File: config.mk
export PLATFORM = sky130hd
export DESIGN_NAME = rvpp_packer
export DESIGN_NICKNAME = d
export VERILOG_FILES = /design/src/include/rvpp_pkg.sv /design/src/logic/rvpp_packer.sv
export SDC_FILE = /design/constraint.sdc
export NUM_CORES = 1
export LEC_CHECK = 0
export ABC_AREA = 1
export BUFFER_PORTS_ARGS = -buffer_cell sky130_fd_sc_hd__buf_2
export CAP_MARGIN = 20
export CORE_MARGIN = 4
export CORE_UTILIZATION = 54
export DETAILED_ROUTE_END_ITERATION = 8
export HOLD_SLACK_MARGIN = 0.1
export PLACE_DENSITY = 0.83
export SYNTH_ARGS = -nofsm -noshare
export SYNTH_HDL_FRONTEND = slang
export SYNTH_SLANG_ARGS = --single-unit
File: constraint.sdc
create_clock -name core_clk_i -period 2.77 [get_ports core_clk_i]
set_input_delay 0.554 -clock core_clk_i [delete_from_list [all_inputs] [get_ports core_clk_i]]
set_output_delay 0.554 -clock core_clk_i [all_outputs]
set_load 0.01 [all_outputs]
File: src/include/rvpp_pkg.sv
// package of constants and types for the receive video pixel packer
package rvpp_pkg;

  // ----------------------------------------
  // configuration defaults
  // ----------------------------------------
  localparam int MAX_COMPONENT_BITS_DEF = 16; // widest component field
  localparam int LANE_COUNT_DEF = 4; // lanes, and default slot count
  localparam int COMPONENTS_PER_PIXEL = 3; // colour components per pixel
  localparam int DEPTH_W = 5; // width of the video depth port
  localparam int MODE_W = 3; // width of the pixels-per-clock port

  // ----------------------------------------
  // pixels-per-clock encodings
  // ----------------------------------------
  localparam logic [2:0] MODE_ONE = 3'h1; // single pixel mode
  localparam logic [2:0] MODE_TWO = 3'h2; // dual pixel mode
  localparam logic [2:0] MODE_FOUR = 3'h4; // quad pixel mode

  // ----------------------------------------
  // reduced blanking limits
  // ----------------------------------------
  localparam int RB_BLANK_SHORT = 80; // first reduced blanking width
  localparam int RB_BLANK_LONG = 160; // second reduced blanking width
  localparam int RB_ACTIVE_ALIGN = 8; // active width granule
  localparam int RB_BLANK_PCT = 20; // blank share limit, percent
  localparam int PCT_SCALE = 100; // percent scale for the blank share

  // ----------------------------------------
  // packer state
  // ----------------------------------------
  typedef enum logic [1:0] {
    RVPP_IDLE = 2'b00,
    RVPP_LINE = 2'b01,
    RVPP_FLUSH = 2'b11
  } rvpp_state_t;

endpackage

File: src/logic/rvpp_packer.sv
// output pixel packer placing recovered pixels on a multi-pixel video stream
`timescale 1ns/1ns
// Function
// - pixel is three components of maximum width
// - bus holds one pixel slot per lane
// - mode defaults to lanes, software may override
// - mode one uses only slot zero
// - mode two uses slots zero and one
// - mode four uses all four slots ascending
// - pixel n at n times width, components consecutive
// - shallower video aligned to field top
// - low padding bits driven to zero
// - standard reduced blanking timings are recognised
// - end-of-line reset of a line of two or more beats pulses line_reset_o and holds input ready low a cycle, unless software sets the line reset disable

// slot n of the stream starts at bit n times the pixel width
// each flushed line costs one cycle of input ready
module rvpp_packer #(
  parameter int MAX_COMPONENT_BITS = rvpp_pkg::MAX_COMPONENT_BITS_DEF,
  parameter int LANES = rvpp_pkg::LANE_COUNT_DEF,
  parameter int PIX_W = MAX_COMPONENT_BITS * rvpp_pkg::COMPONENTS_PER_PIXEL,
  parameter int BUS_W = PIX_W * LANES,
  parameter int HW = 16
) (
  // clock, reset, enable
  input wire logic core_clk_i,
  input wire logic rst_n_i,
  input wire logic clk_en_i,
  // configuration
  input wire logic mode_override_i,
  input wire logic [rvpp_pkg::MODE_W-1:0] pixels_per_clock_i,
  input wire logic [rvpp_pkg::DEPTH_W-1:0] video_depth_i,
  input wire logic line_reset_disable_i,
  input wire logic [HW-1:0] horizontal_active_pixels_i,
  input wire logic [HW-1:0] horizontal_blank_pixels_i,
  input wire logic [HW-1:0] horizontal_total_pixels_i,
  // incoming pixels from the link datapath
  input wire logic [BUS_W-1:0] in_data_i,
  input wire logic in_valid_i,
  input wire logic in_sof_i,
  input wire logic in_eol_i,
  output logic in_ready_o,
  // outgoing video stream
  output logic [BUS_W-1:0] m_axis_tdata_o,
  output logic m_axis_tvalid_o,
  output logic m_axis_tuser_o,
  output logic m_axis_tlast_o,
  input wire logic m_axis_tready_i,
  // status
  output logic [rvpp_pkg::MODE_W-1:0] active_mode_o,
  output logic reduced_blanking_o,
  output logic line_reset_o
);

  // ----------------------------------------
  // mode selection
  // ----------------------------------------
  // lane count as a mode code, the mode after reset and without override
  localparam logic [rvpp_pkg::MODE_W-1:0] LANE_MODE = rvpp_pkg::MODE_W'(LANES);
  // software override wins only while it is enabled
  wire logic [rvpp_pkg::MODE_W-1:0] mode_sel; // effective pixels per clock
  assign mode_sel = mode_override_i ? pixels_per_clock_i : LANE_MODE;
  // left shift that lifts a shallow component to the top of its field
  // video deeper than the field passes unshifted, never shifted right
  wire logic [rvpp_pkg::DEPTH_W-1:0] pad_bits; // low padding per field
  assign pad_bits = (video_depth_i >= rvpp_pkg::DEPTH_W'(MAX_COMPONENT_BITS)) ? '0 :
    rvpp_pkg::DEPTH_W'(MAX_COMPONENT_BITS) - video_depth_i;

  // ----------------------------------------
  // per-slot, per-component placement
  // ----------------------------------------
  // all slots are built side by side; slots above the mode read as zero
  logic [BUS_W-1:0] packed_data; // combinational packed bus
  genvar s, c;
  generate
    for (s = 0; s < LANES; s++) begin : g_slot
      wire logic slot_on; // slot inside active mode
      assign slot_on = (s < int'(mode_sel));
      // three fields per slot, first component at the slot base
      for (c = 0; c < rvpp_pkg::COMPONENTS_PER_PIXEL; c++) begin : g_comp
        // base bit of this component within the whole bus
        localparam int LO = s * PIX_W + c * MAX_COMPONENT_BITS;
        wire logic [MAX_COMPONENT_BITS-1:0] raw; // value in low bits
        wire logic [MAX_COMPONENT_BITS-1:0] aligned; // msb aligned, zero pad
        // field as delivered, value in its low bits
        assign raw = in_data_i[LO +: MAX_COMPONENT_BITS];
        assign aligned = raw << pad_bits;
        assign packed_data[LO +: MAX_COMPONENT_BITS] = slot_on ? aligned : '0;
      end
    end
  endgenerate

  // ----------------------------------------
  // reduced blanking detection
  // ----------------------------------------
  // status only: software still drives the line reset disable itself
  wire logic blank_std; // blank is 80 or 160
  wire logic blank_share; // blank at most a fifth of total
  wire logic active_align; // active width multiple of eight
  assign blank_std = (horizontal_blank_pixels_i == HW'(rvpp_pkg::RB_BLANK_SHORT)) ||
    (horizontal_blank_pixels_i == HW'(rvpp_pkg::RB_BLANK_LONG));
  // operands widened by a byte so that a full-scale total cannot wrap
  assign blank_share = ({8'h00, horizontal_blank_pixels_i} * rvpp_pkg::PCT_SCALE) <=
    ({8'h00, horizontal_total_pixels_i} * rvpp_pkg::RB_BLANK_PCT);
  assign active_align = (horizontal_active_pixels_i % rvpp_pkg::RB_ACTIVE_ALIGN) == 0;

  // ----------------------------------------
  // output stage and line flush
  // ----------------------------------------
  // packer state and its next value
  rvpp_pkg::rvpp_state_t state; // packer state
  rvpp_pkg::rvpp_state_t next_state;
  wire logic out_free; // output register may load
  wire logic take; // input beat accepted
  // single output register; it may reload on the edge where it drains
  assign out_free = !m_axis_tvalid_o || m_axis_tready_i;
  // no beat is offered as taken while the clock enable freezes the block
  assign in_ready_o = clk_en_i && out_free && (state != rvpp_pkg::RVPP_FLUSH);
  assign take = in_valid_i && in_ready_o;
  // flush is skipped when software marks the timing as reduced blanking
  wire logic eol_flush; // end of line reset request
  assign eol_flush = take && in_eol_i && !line_reset_disable_i;

  // state step
  // idle waits for the first beat, so a one-beat line taken in idle never flushes
  always_comb begin
    next_state = state;
    unique case (state)
      rvpp_pkg::RVPP_IDLE: if (take) next_state = rvpp_pkg::RVPP_LINE;
      rvpp_pkg::RVPP_LINE: if (eol_flush) next_state = rvpp_pkg::RVPP_FLUSH;
      rvpp_pkg::RVPP_FLUSH: next_state = rvpp_pkg::RVPP_IDLE; // one-cycle flush
      default: next_state = rvpp_pkg::RVPP_IDLE;
    endcase
  end

  // ----------------------------------------
  // registers
  // ----------------------------------------
  // every register holds its value while the clock enable is low
  always_ff @(posedge core_clk_i or negedge rst_n_i) begin
    if (!rst_n_i) begin
      state <= rvpp_pkg::RVPP_IDLE;
      m_axis_tdata_o <= '0;
      m_axis_tvalid_o <= 1'b0;
      m_axis_tuser_o <= 1'b0;
      m_axis_tlast_o <= 1'b0;
      active_mode_o <= rvpp_pkg::MODE_W'(LANES);
      reduced_blanking_o <= 1'b0;
      line_reset_o <= 1'b0;
    end else if (clk_en_i) begin
      state <= next_state;
      active_mode_o <= mode_sel;
      reduced_blanking_o <= blank_std && blank_share && active_align;
      line_reset_o <= (state == rvpp_pkg::RVPP_LINE) && eol_flush;
      // load a new beat, else drain once the sink has taken it
      if (take) begin
        m_axis_tdata_o <= packed_data;
        m_axis_tvalid_o <= 1'b1;
        m_axis_tuser_o <= in_sof_i;
        m_axis_tlast_o <= in_eol_i;
      end else if (m_axis_tready_i) begin
        m_axis_tvalid_o <= 1'b0;
        m_axis_tdata_o <= '0; // flushed data does not linger
      end
    end
  end
endmodule // rvpp_packer

==> results.toml, run 1 <==
[timing]
worst_pin_slew_ns = 0.8848
rsz0062_at_grt = "yes"
final_hold_viol_count = 0
max_freq_mhz = 276.7
setup_viol = 1
finalMaxSlewViolations = 0
finalClockSkew_ns = 0.01916
period_needed_ns = 3.614
fin_ws_ns = -0.8443
max_slew_margin = 0.4095
period_share = 1.305
tns_ns = -0.8443

[setup_path]
r2r_slack_ns = 0.39
r2r_end = "m_axis_tdata_o[145]$_DFFE_PN0P_"
r2r-start = "state[1]$_DFFE_PN0P_"
critical_path.max_stage_delay_ns = 0.62
cp_max_fo = 4
crit_chain = "clkbuf_4 -> inv_1 -> ha_4 -> ha_4 -> fa_1 -> ha_4 -> a21oi_1 -> nand2_1 -> buf_4 -> a31oi_1 -> xnor2_1 -> ha_1 -> nand2_1 -> nor2_1 -> nand3_2 -> nor2_1 -> nand2_1 -> nand3_2 -> nand2_1 -> nand2_1 -> nand2_1 -> nand2_1 -> nand2_1"
required_ns = 3.19
crit_type = "in -> reg"
startpoint_type = "input port"
slowest_stage = "fa_1"
reg2regPathDepth = 10
cp_common_cell = "nand2_1"
arrival_ns = 4.03
cp-end-kind = "flop"

[floorplan]
coreArea_sq_mm = 0.03270
io-pin-count = 458
initial_core_util = 0.5491
dieArea_sq_mm = 0.03623
die_y_um = 190.3
dieWidth_um = 190.3
num_rows = 66

[layout]
drive_gt1_frac = 0.2250
fillers = 2799
multi_input_area_sq_mm = 0.01152
area_growth_pct = 27.25
nets = 3668
seqCellArea_sq_mm = 0.005056

[clocking]
clock_sinks = 202
cts_tree = "done"
clockBufferDepth = 3
htree_levels = 1
cts_buffers = 24
clkLatencyLatePin_ns = 0.54
cts_root_buffer = "clkbuf_16"
clk_pin_slew_ns = 0.06

[placement]
port_buffers = 444
dp_hpwl_um = 50380
globalplace.congestion = 0.9765

[power_and_ir_drop]
power_leakage_nw = 12.86
powerDensity_mw_per_mm2 = 561.9
finalPower_w = 0.01284
vdd_ir_drop_max_mv = 0.4307

[global_route]
track_usage = 0.3682
gr-total-overflow = 0
antenna_found_initial = 11
grt_max_degree = 107
grt_pass1_vias = 20865
grt_pass1_wl_um = 108700

[drt]
wl_per_cell_um = 19.03
antenna_left = 0
vias_per_cell = 5.794
drt_wl_total_um = 71470
drc = 1
drtIter0Drc = 2211
drtPass1Iterations = 8
num_vias = 21762

[outcome]
outcome = "complete, but fails checks"
violations = "design-rule violations, negative setup slack"

[hold_path]
hold-path-endpoint = "m_axis_tuser_o$_DFFE_PN0P_"
holdPathStages = 3
hold_start = "in_sof_i"
hold_class = "in -> reg"

[logic_synthesis]
async_flop_share = 1.000
synth_flop_cell = "dfrtp_1"
synth.ff_latch_count = 202
synthCells = 2832
synth_edf_count = 0
syn_nets = 3212
ys_types = 46
yosys_warnings = 0
synth_area_sq_mm = 0.01795
ys_seq_area_frac = 0.2816
avgSynthCellArea_sq_um = 6.340

[flow_run]
drv_cap = 0
==> cells by family after synthesis <==
group	after synthesis	synth area share
flip-flops	202	0.2816
AO/OA/AOI/OAI	507	0.1580
AND/OR/NAND/NOR	1541	0.3555
adder cells (fa/ha/maj)	123	0.09073
buffers and inverters	433	0.1015
XOR/XNOR	26	0.01268
==> state kept, by name, summed over array words and instances (netlist names) <==
signal / flops
active_mode_o: 3
line_reset_o: 1
m_axis_tdata_o: 192
m_axis_tlast_o: 1
m_axis_tuser_o: 1
m_axis_tvalid_o: 1
reduced_blanking_o: 1
state: 2
==> cell type report <==
type                    instances  area share
well taps                     442     0.02421
inverters                     257     0.04288
clock buffers                  30     0.02864
flip-flops and latches        202      0.2213
diodes                          8   0.0008762
repair buffers                606      0.1668
clock inverters                14     0.01106
multi-input cells            2197      0.5042
==> layout by cell type, fill, tap and decap left out, types with 8 or more instances in the layout <==
master and count:
buf_12 26, a21boi_0 19, nand2_2 9, inv_2 16, buf_2 436, inv_1 237
nand3_1 340, o21ai_1 78, nor2_1 76, ha_1 83, fa_1 9, xor2_1 16
o211ai_1 89, xnor2_1 10, ha_4 25, buf_4 137, clkbuf_16 25, a21oi_1 77
o21ai_0 227, diode_2 8, dfrtp_1 201, nand2_1 1067
==> Yosys cell counts, types with 16 or more instances <==
| library cell | count | area [sq um] |
|---|---|---|
| a21boi_0 | 19 | 142.6 |
| a21oi_1 | 81 | 405.4 |
| buf_2 | 94 | 470.5 |
| clkbuf_1 | 54 | 202.7 |
| dfrtp_1 | 201 | 5030 |
| ha_1 | 111 | 1389 |
| inv_1 | 247 | 927.1 |
| nand2_1 | 1078 | 4046 |
| nand3_1 | 342 | 1712 |
| nor2_1 | 78 | 292.8 |
| o211ai_1 | 89 | 668.1 |
| o21ai_0 | 228 | 1141 |
| o21ai_1 | 78 | 390.4 |
| xor2_1 | 16 | 140.1 |
==> where the power goes <==
group / switching (W) / total (W) / internal (W)
clock: 0.00136 / 0.00369 / 0.00233
sequential: 0.000288 / 0.00364 / 0.00335
combinational: 0.00329 / 0.00551 / 0.00221
==> layer usage <==
| layer | wire [um] | up-vias | global-route usage |
|---|---|---|---|
| met5 | 54 | - | 0 |
| met4 | 4711 | 6 | 0.1997 |
| met3 | 7185 | 323 | 0.07525 |
| met2 | 33000 | 1358 | 0.6047 |
| met1 | 26520 | 9928 | 0.4557 |
| li1 | - | 10147 | - |
==> metrics by stage <==
stage	worst slack, ns	instance area (sq um)	hold slack (ns)	util	instances
2_1_floorplan	-0.9082	18030	0.2584	-	2832
3_3_place_gp	-1.167	21490	0.4584	0.6571	3700
3_5_place_dp	-1.268	21490	0.4610	0.6571	3700
4_1_cts	-0.6467	22640	0.2072	0.6925	3747
5_1_grt	-1.006	22850	0.2278	0.6987	3756
6_report	-0.8443	22850	0.2261	0.6987	3756
==> worst max-delay path: cells and delay by family <==
| kind | cells | cell delay, ns |
|---|---|---|
| buf+inv | 3 | 0.40 |
| xor+xnor | 1 | 0.10 |
| fa+ha+maj | 5 | 1.66 |
| compound gates | 2 | 0.34 |
| simple gates | 12 | 0.99 |
==> worst max path at each step <==
stage	startpoint	end	slack [ns]	cells past startpoint
3_3_place_gp	horizontal_blank_pixels_i[6]	reduced_blanking_o$_DFFE_PN0P_	-1.17	26
4_1_cts	horizontal_blank_pixels_i[8]	reduced_blanking_o$_DFFE_PN0P_	-0.65	26
5_1_grt	horizontal_blank_pixels_i[3]	reduced_blanking_o$_DFFE_PN0P_	-1.01	25
3_5_place_dp	horizontal_blank_pixels_i[6]	reduced_blanking_o$_DFFE_PN0P_	-1.27	26
6_report	horizontal_blank_pixels_i[3]	reduced_blanking_o$_DFFE_PN0P_	-0.84	23
2_1_floorplan	horizontal_blank_pixels_i[7]	reduced_blanking_o$_DFFE_PN0P_	-0.91	25
==> repair_timing <==
item	in CTS	in global routing
hold buffers	1	0
resized for setup	40	36
cloned	0	0
hold endpoints to repair	70	0
pin swaps	28	30
setup endpoints to repair	1	1
buffers inserted	2	1
Power figures use the tool's default switching activity.
==> run 2, diff against run 1 <==
- CORE_ASPECT_RATIO: unset -> 1.2
==> run 2 against run 1 <==
Effect of this change:
- the run ends with negative setup slack left
- wire length shrank 6.3%
- critical path depth up 1
- fmax is 6.3% higher
- total power fell by 4.5%
- clock skew shrank 0.012 ns
- die area hardly changed
- global-route usage shrank 1.8 points
- via count fell by 1.9%
- core utilization increased by 0.16 points
- sequential share of layout area increased by 0.073 points
- register-to-register slack gained 0.08 ns
- highest routed layer unchanged
==> results.toml, run 2 (synthesized netlist as in run 1, its figures left out) <==
[layout]
seqCellArea_sq_mm = 0.005056
drive_gt1_frac = 0.2299
postLayoutCoreUtil = 0.7002
nets = 3676
final_common_cell = "nand2_1"
area_growth_pct = 26.83
largest-register = "m_axis_tdata_o"
largest_register_ffs = 192
fillers = 2739
mostFrequentLayoutCells = "nand2_1, buf_2, nand3_1, inv_1, o21ai_0"
multi_input_area_sq_mm = 0.01151
reg.largest.list = "m_axis_tdata_o x192, active_mode_o x3, state x2"

[drt]
drtPass1Iterations = 6
drt_wl_total_um = 66960
drc = 0
num_vias = 21342
antenna_left = 0
vias_per_cell = 5.675
wl_per_cell_um = 17.80
drtIter0Drc = 2204

[floorplan]
num_rows = 72
coreArea_sq_mm = 0.03252
die_y_um = 207.7
io-pin-count = 458
dieArea_sq_mm = 0.03624
dieWidth_um = 174.5
initial_core_util = 0.5521

[timing]
final_hold_viol_count = 0
period_needed_ns = 3.401
fin_ws_ns = -0.6308
finalMaxSlewViolations = 0
rsz0062_at_grt = "yes"
finalClockSkew_ns = 0.006826
worst_pin_slew_ns = 0.7260
max_slew_margin = 0.5148
setup_viol = 1
max_freq_mhz = 294.1
tns_ns = -0.6308
period_share = 1.228

[outcome]
violations = "negative setup slack"
outcome = "complete, but fails checks"

[placement]
pre_cts_ws_ns = -1.324
dp_hpwl_um = 50410
port_buffers = 444
globalplace.congestion = 1.009

[global_route]
grt_pass1_vias = 20201
track_usage = 0.3502
grt_max_degree = 69
antenna_found_initial = 8
gr-total-overflow = 0
grt_pass1_wl_um = 104400

[clocking]
htree_levels = 1
cts_tree = "done"
clock_sinks = 202
cts_root_buffer = "clkbuf_16"
cts_buffers = 24
clockBufferDepth = 3
clkLatencyLatePin_ns = 0.54
clk_pin_slew_ns = 0.06

[flow_run]
drv_cap = 0

[setup_path]
crit_chain = "buf_8 -> ha_4 -> ha_4 -> inv_2 -> fa_1 -> inv_2 -> ha_4 -> nand2_2 -> nand2_2 -> a21oi_2 -> nand2_2 -> a21oi_2 -> o21ai_2 -> xor2_1 -> ha_1 -> buf_4 -> a21oi_1 -> o21a_1 -> nand3_1 -> nand2_1 -> nand2_1 -> nand2_1 -> nand2_1 -> nand2_1"
r2r_slack_ns = 0.47
critical_path.max_stage_delay_ns = 0.51
required_ns = 3.25
slowest_stage = "fa_1"
cp_top_family = "adder cells"
crit_buf_inv = 4
cp_max_fo = 4
arrival_ns = 3.88
cp_common_cell = "nand2_1"
cp-end-kind = "flop"
crit_type = "in -> reg"
startpoint_type = "input port"

[power_and_ir_drop]
vdd_ir_drop_max_mv = 0.3779
power_leakage_nw = 12.84
finalPower_w = 0.01227
powerDensity_mw_per_mm2 = 538.7

[hold_path]
hold_class = "in -> reg"
-- run 2: stage by stage --
step	cells	hold WS [ns]	instance area, sq um
after CTS	3758	0.2033	22650
final	3761	0.2179	22770
after floorplan	2832	0.2584	18030
after global routing	3759	0.2250	22770
after global placement	3709	0.4585	21560
after detailed placement	3709	0.4594	21560
-- run 2: layout make-up --
class | instances | area share
Inverter | 257 | 0.04291
Antenna cell | 3 | 0.0003297
Timing Repair Buffer | 614 | 0.1702
Sequential cell | 202 | 0.2220
Clock buffer | 29 | 0.02901
Clock inverter | 15 | 0.005440
Tap cell | 444 | 0.02440
Multi-Input combinational cell | 2197 | 0.5057
-- run 2: report_power, final --
part | internal, W | switching, W
Sequential | 0.00335 | 0.000295
Clock | 0.00180 | 0.00137
Combinational | 0.00224 | 0.00320
Total | 0.00739 | 0.00487
-- run 2: timing repair --
action                                  in CTS  in global routing
pin swaps                                   28                 30
endpoints found under the setup margin       1                  1
hold buffers                                 1                  0
resized for setup                           47                 29
endpoints found under the hold margin       58                  0
buffers inserted                             4                  1
-- run 2: worst register-to-register path, cell delays in order (launching register included) --
cell and delay (ns):
dfrtp_1 0.41, nand2_1 0.07, nand2_1 0.06, nor2_2 0.13, nand2_2 0.11, inv_4 0.16
nand3_2 0.17, nor2_4 0.60, inv_2 0.29, o21ai_0 0.23
-- run 2: final timing paths --
check | start | to | depth (start not counted)
worst max-delay path | horizontal_blank_pixels_i[6] | reduced_blanking_o$_DFFE_PN0P_ | 24
worst min-delay path | in_sof_i | m_axis_tuser_o$_DFFE_PN0P_ | 3
worst max register to register | state[1]$_DFFE_PN0P_ | m_axis_tdata_o[145]$_DFFE_PN0P_ | 9
worst min register to register | m_axis_tdata_o[123]$_DFFE_PN0P_ | m_axis_tdata_o[123]$_DFFE_PN0P_ | 2
max in group asynchronous | rst_n_i | m_axis_tdata_o[124]$_DFFE_PN0P_ | 3
min in group asynchronous | rst_n_i | m_axis_tdata_o[184]$_DFFE_PN0P_ | 2
-- run 2: layer usage --
metal / track usage / part of all wire / vias up
met1: 0.4156 / 0.37 / 9823
met4: 0.1767 / 0.056 / 12
li1: - / - / 10161
met3: 0.07723 / 0.092 / 225
met5: 0 / 0.0011 / -
met2: 0.5959 / 0.48 / 1121
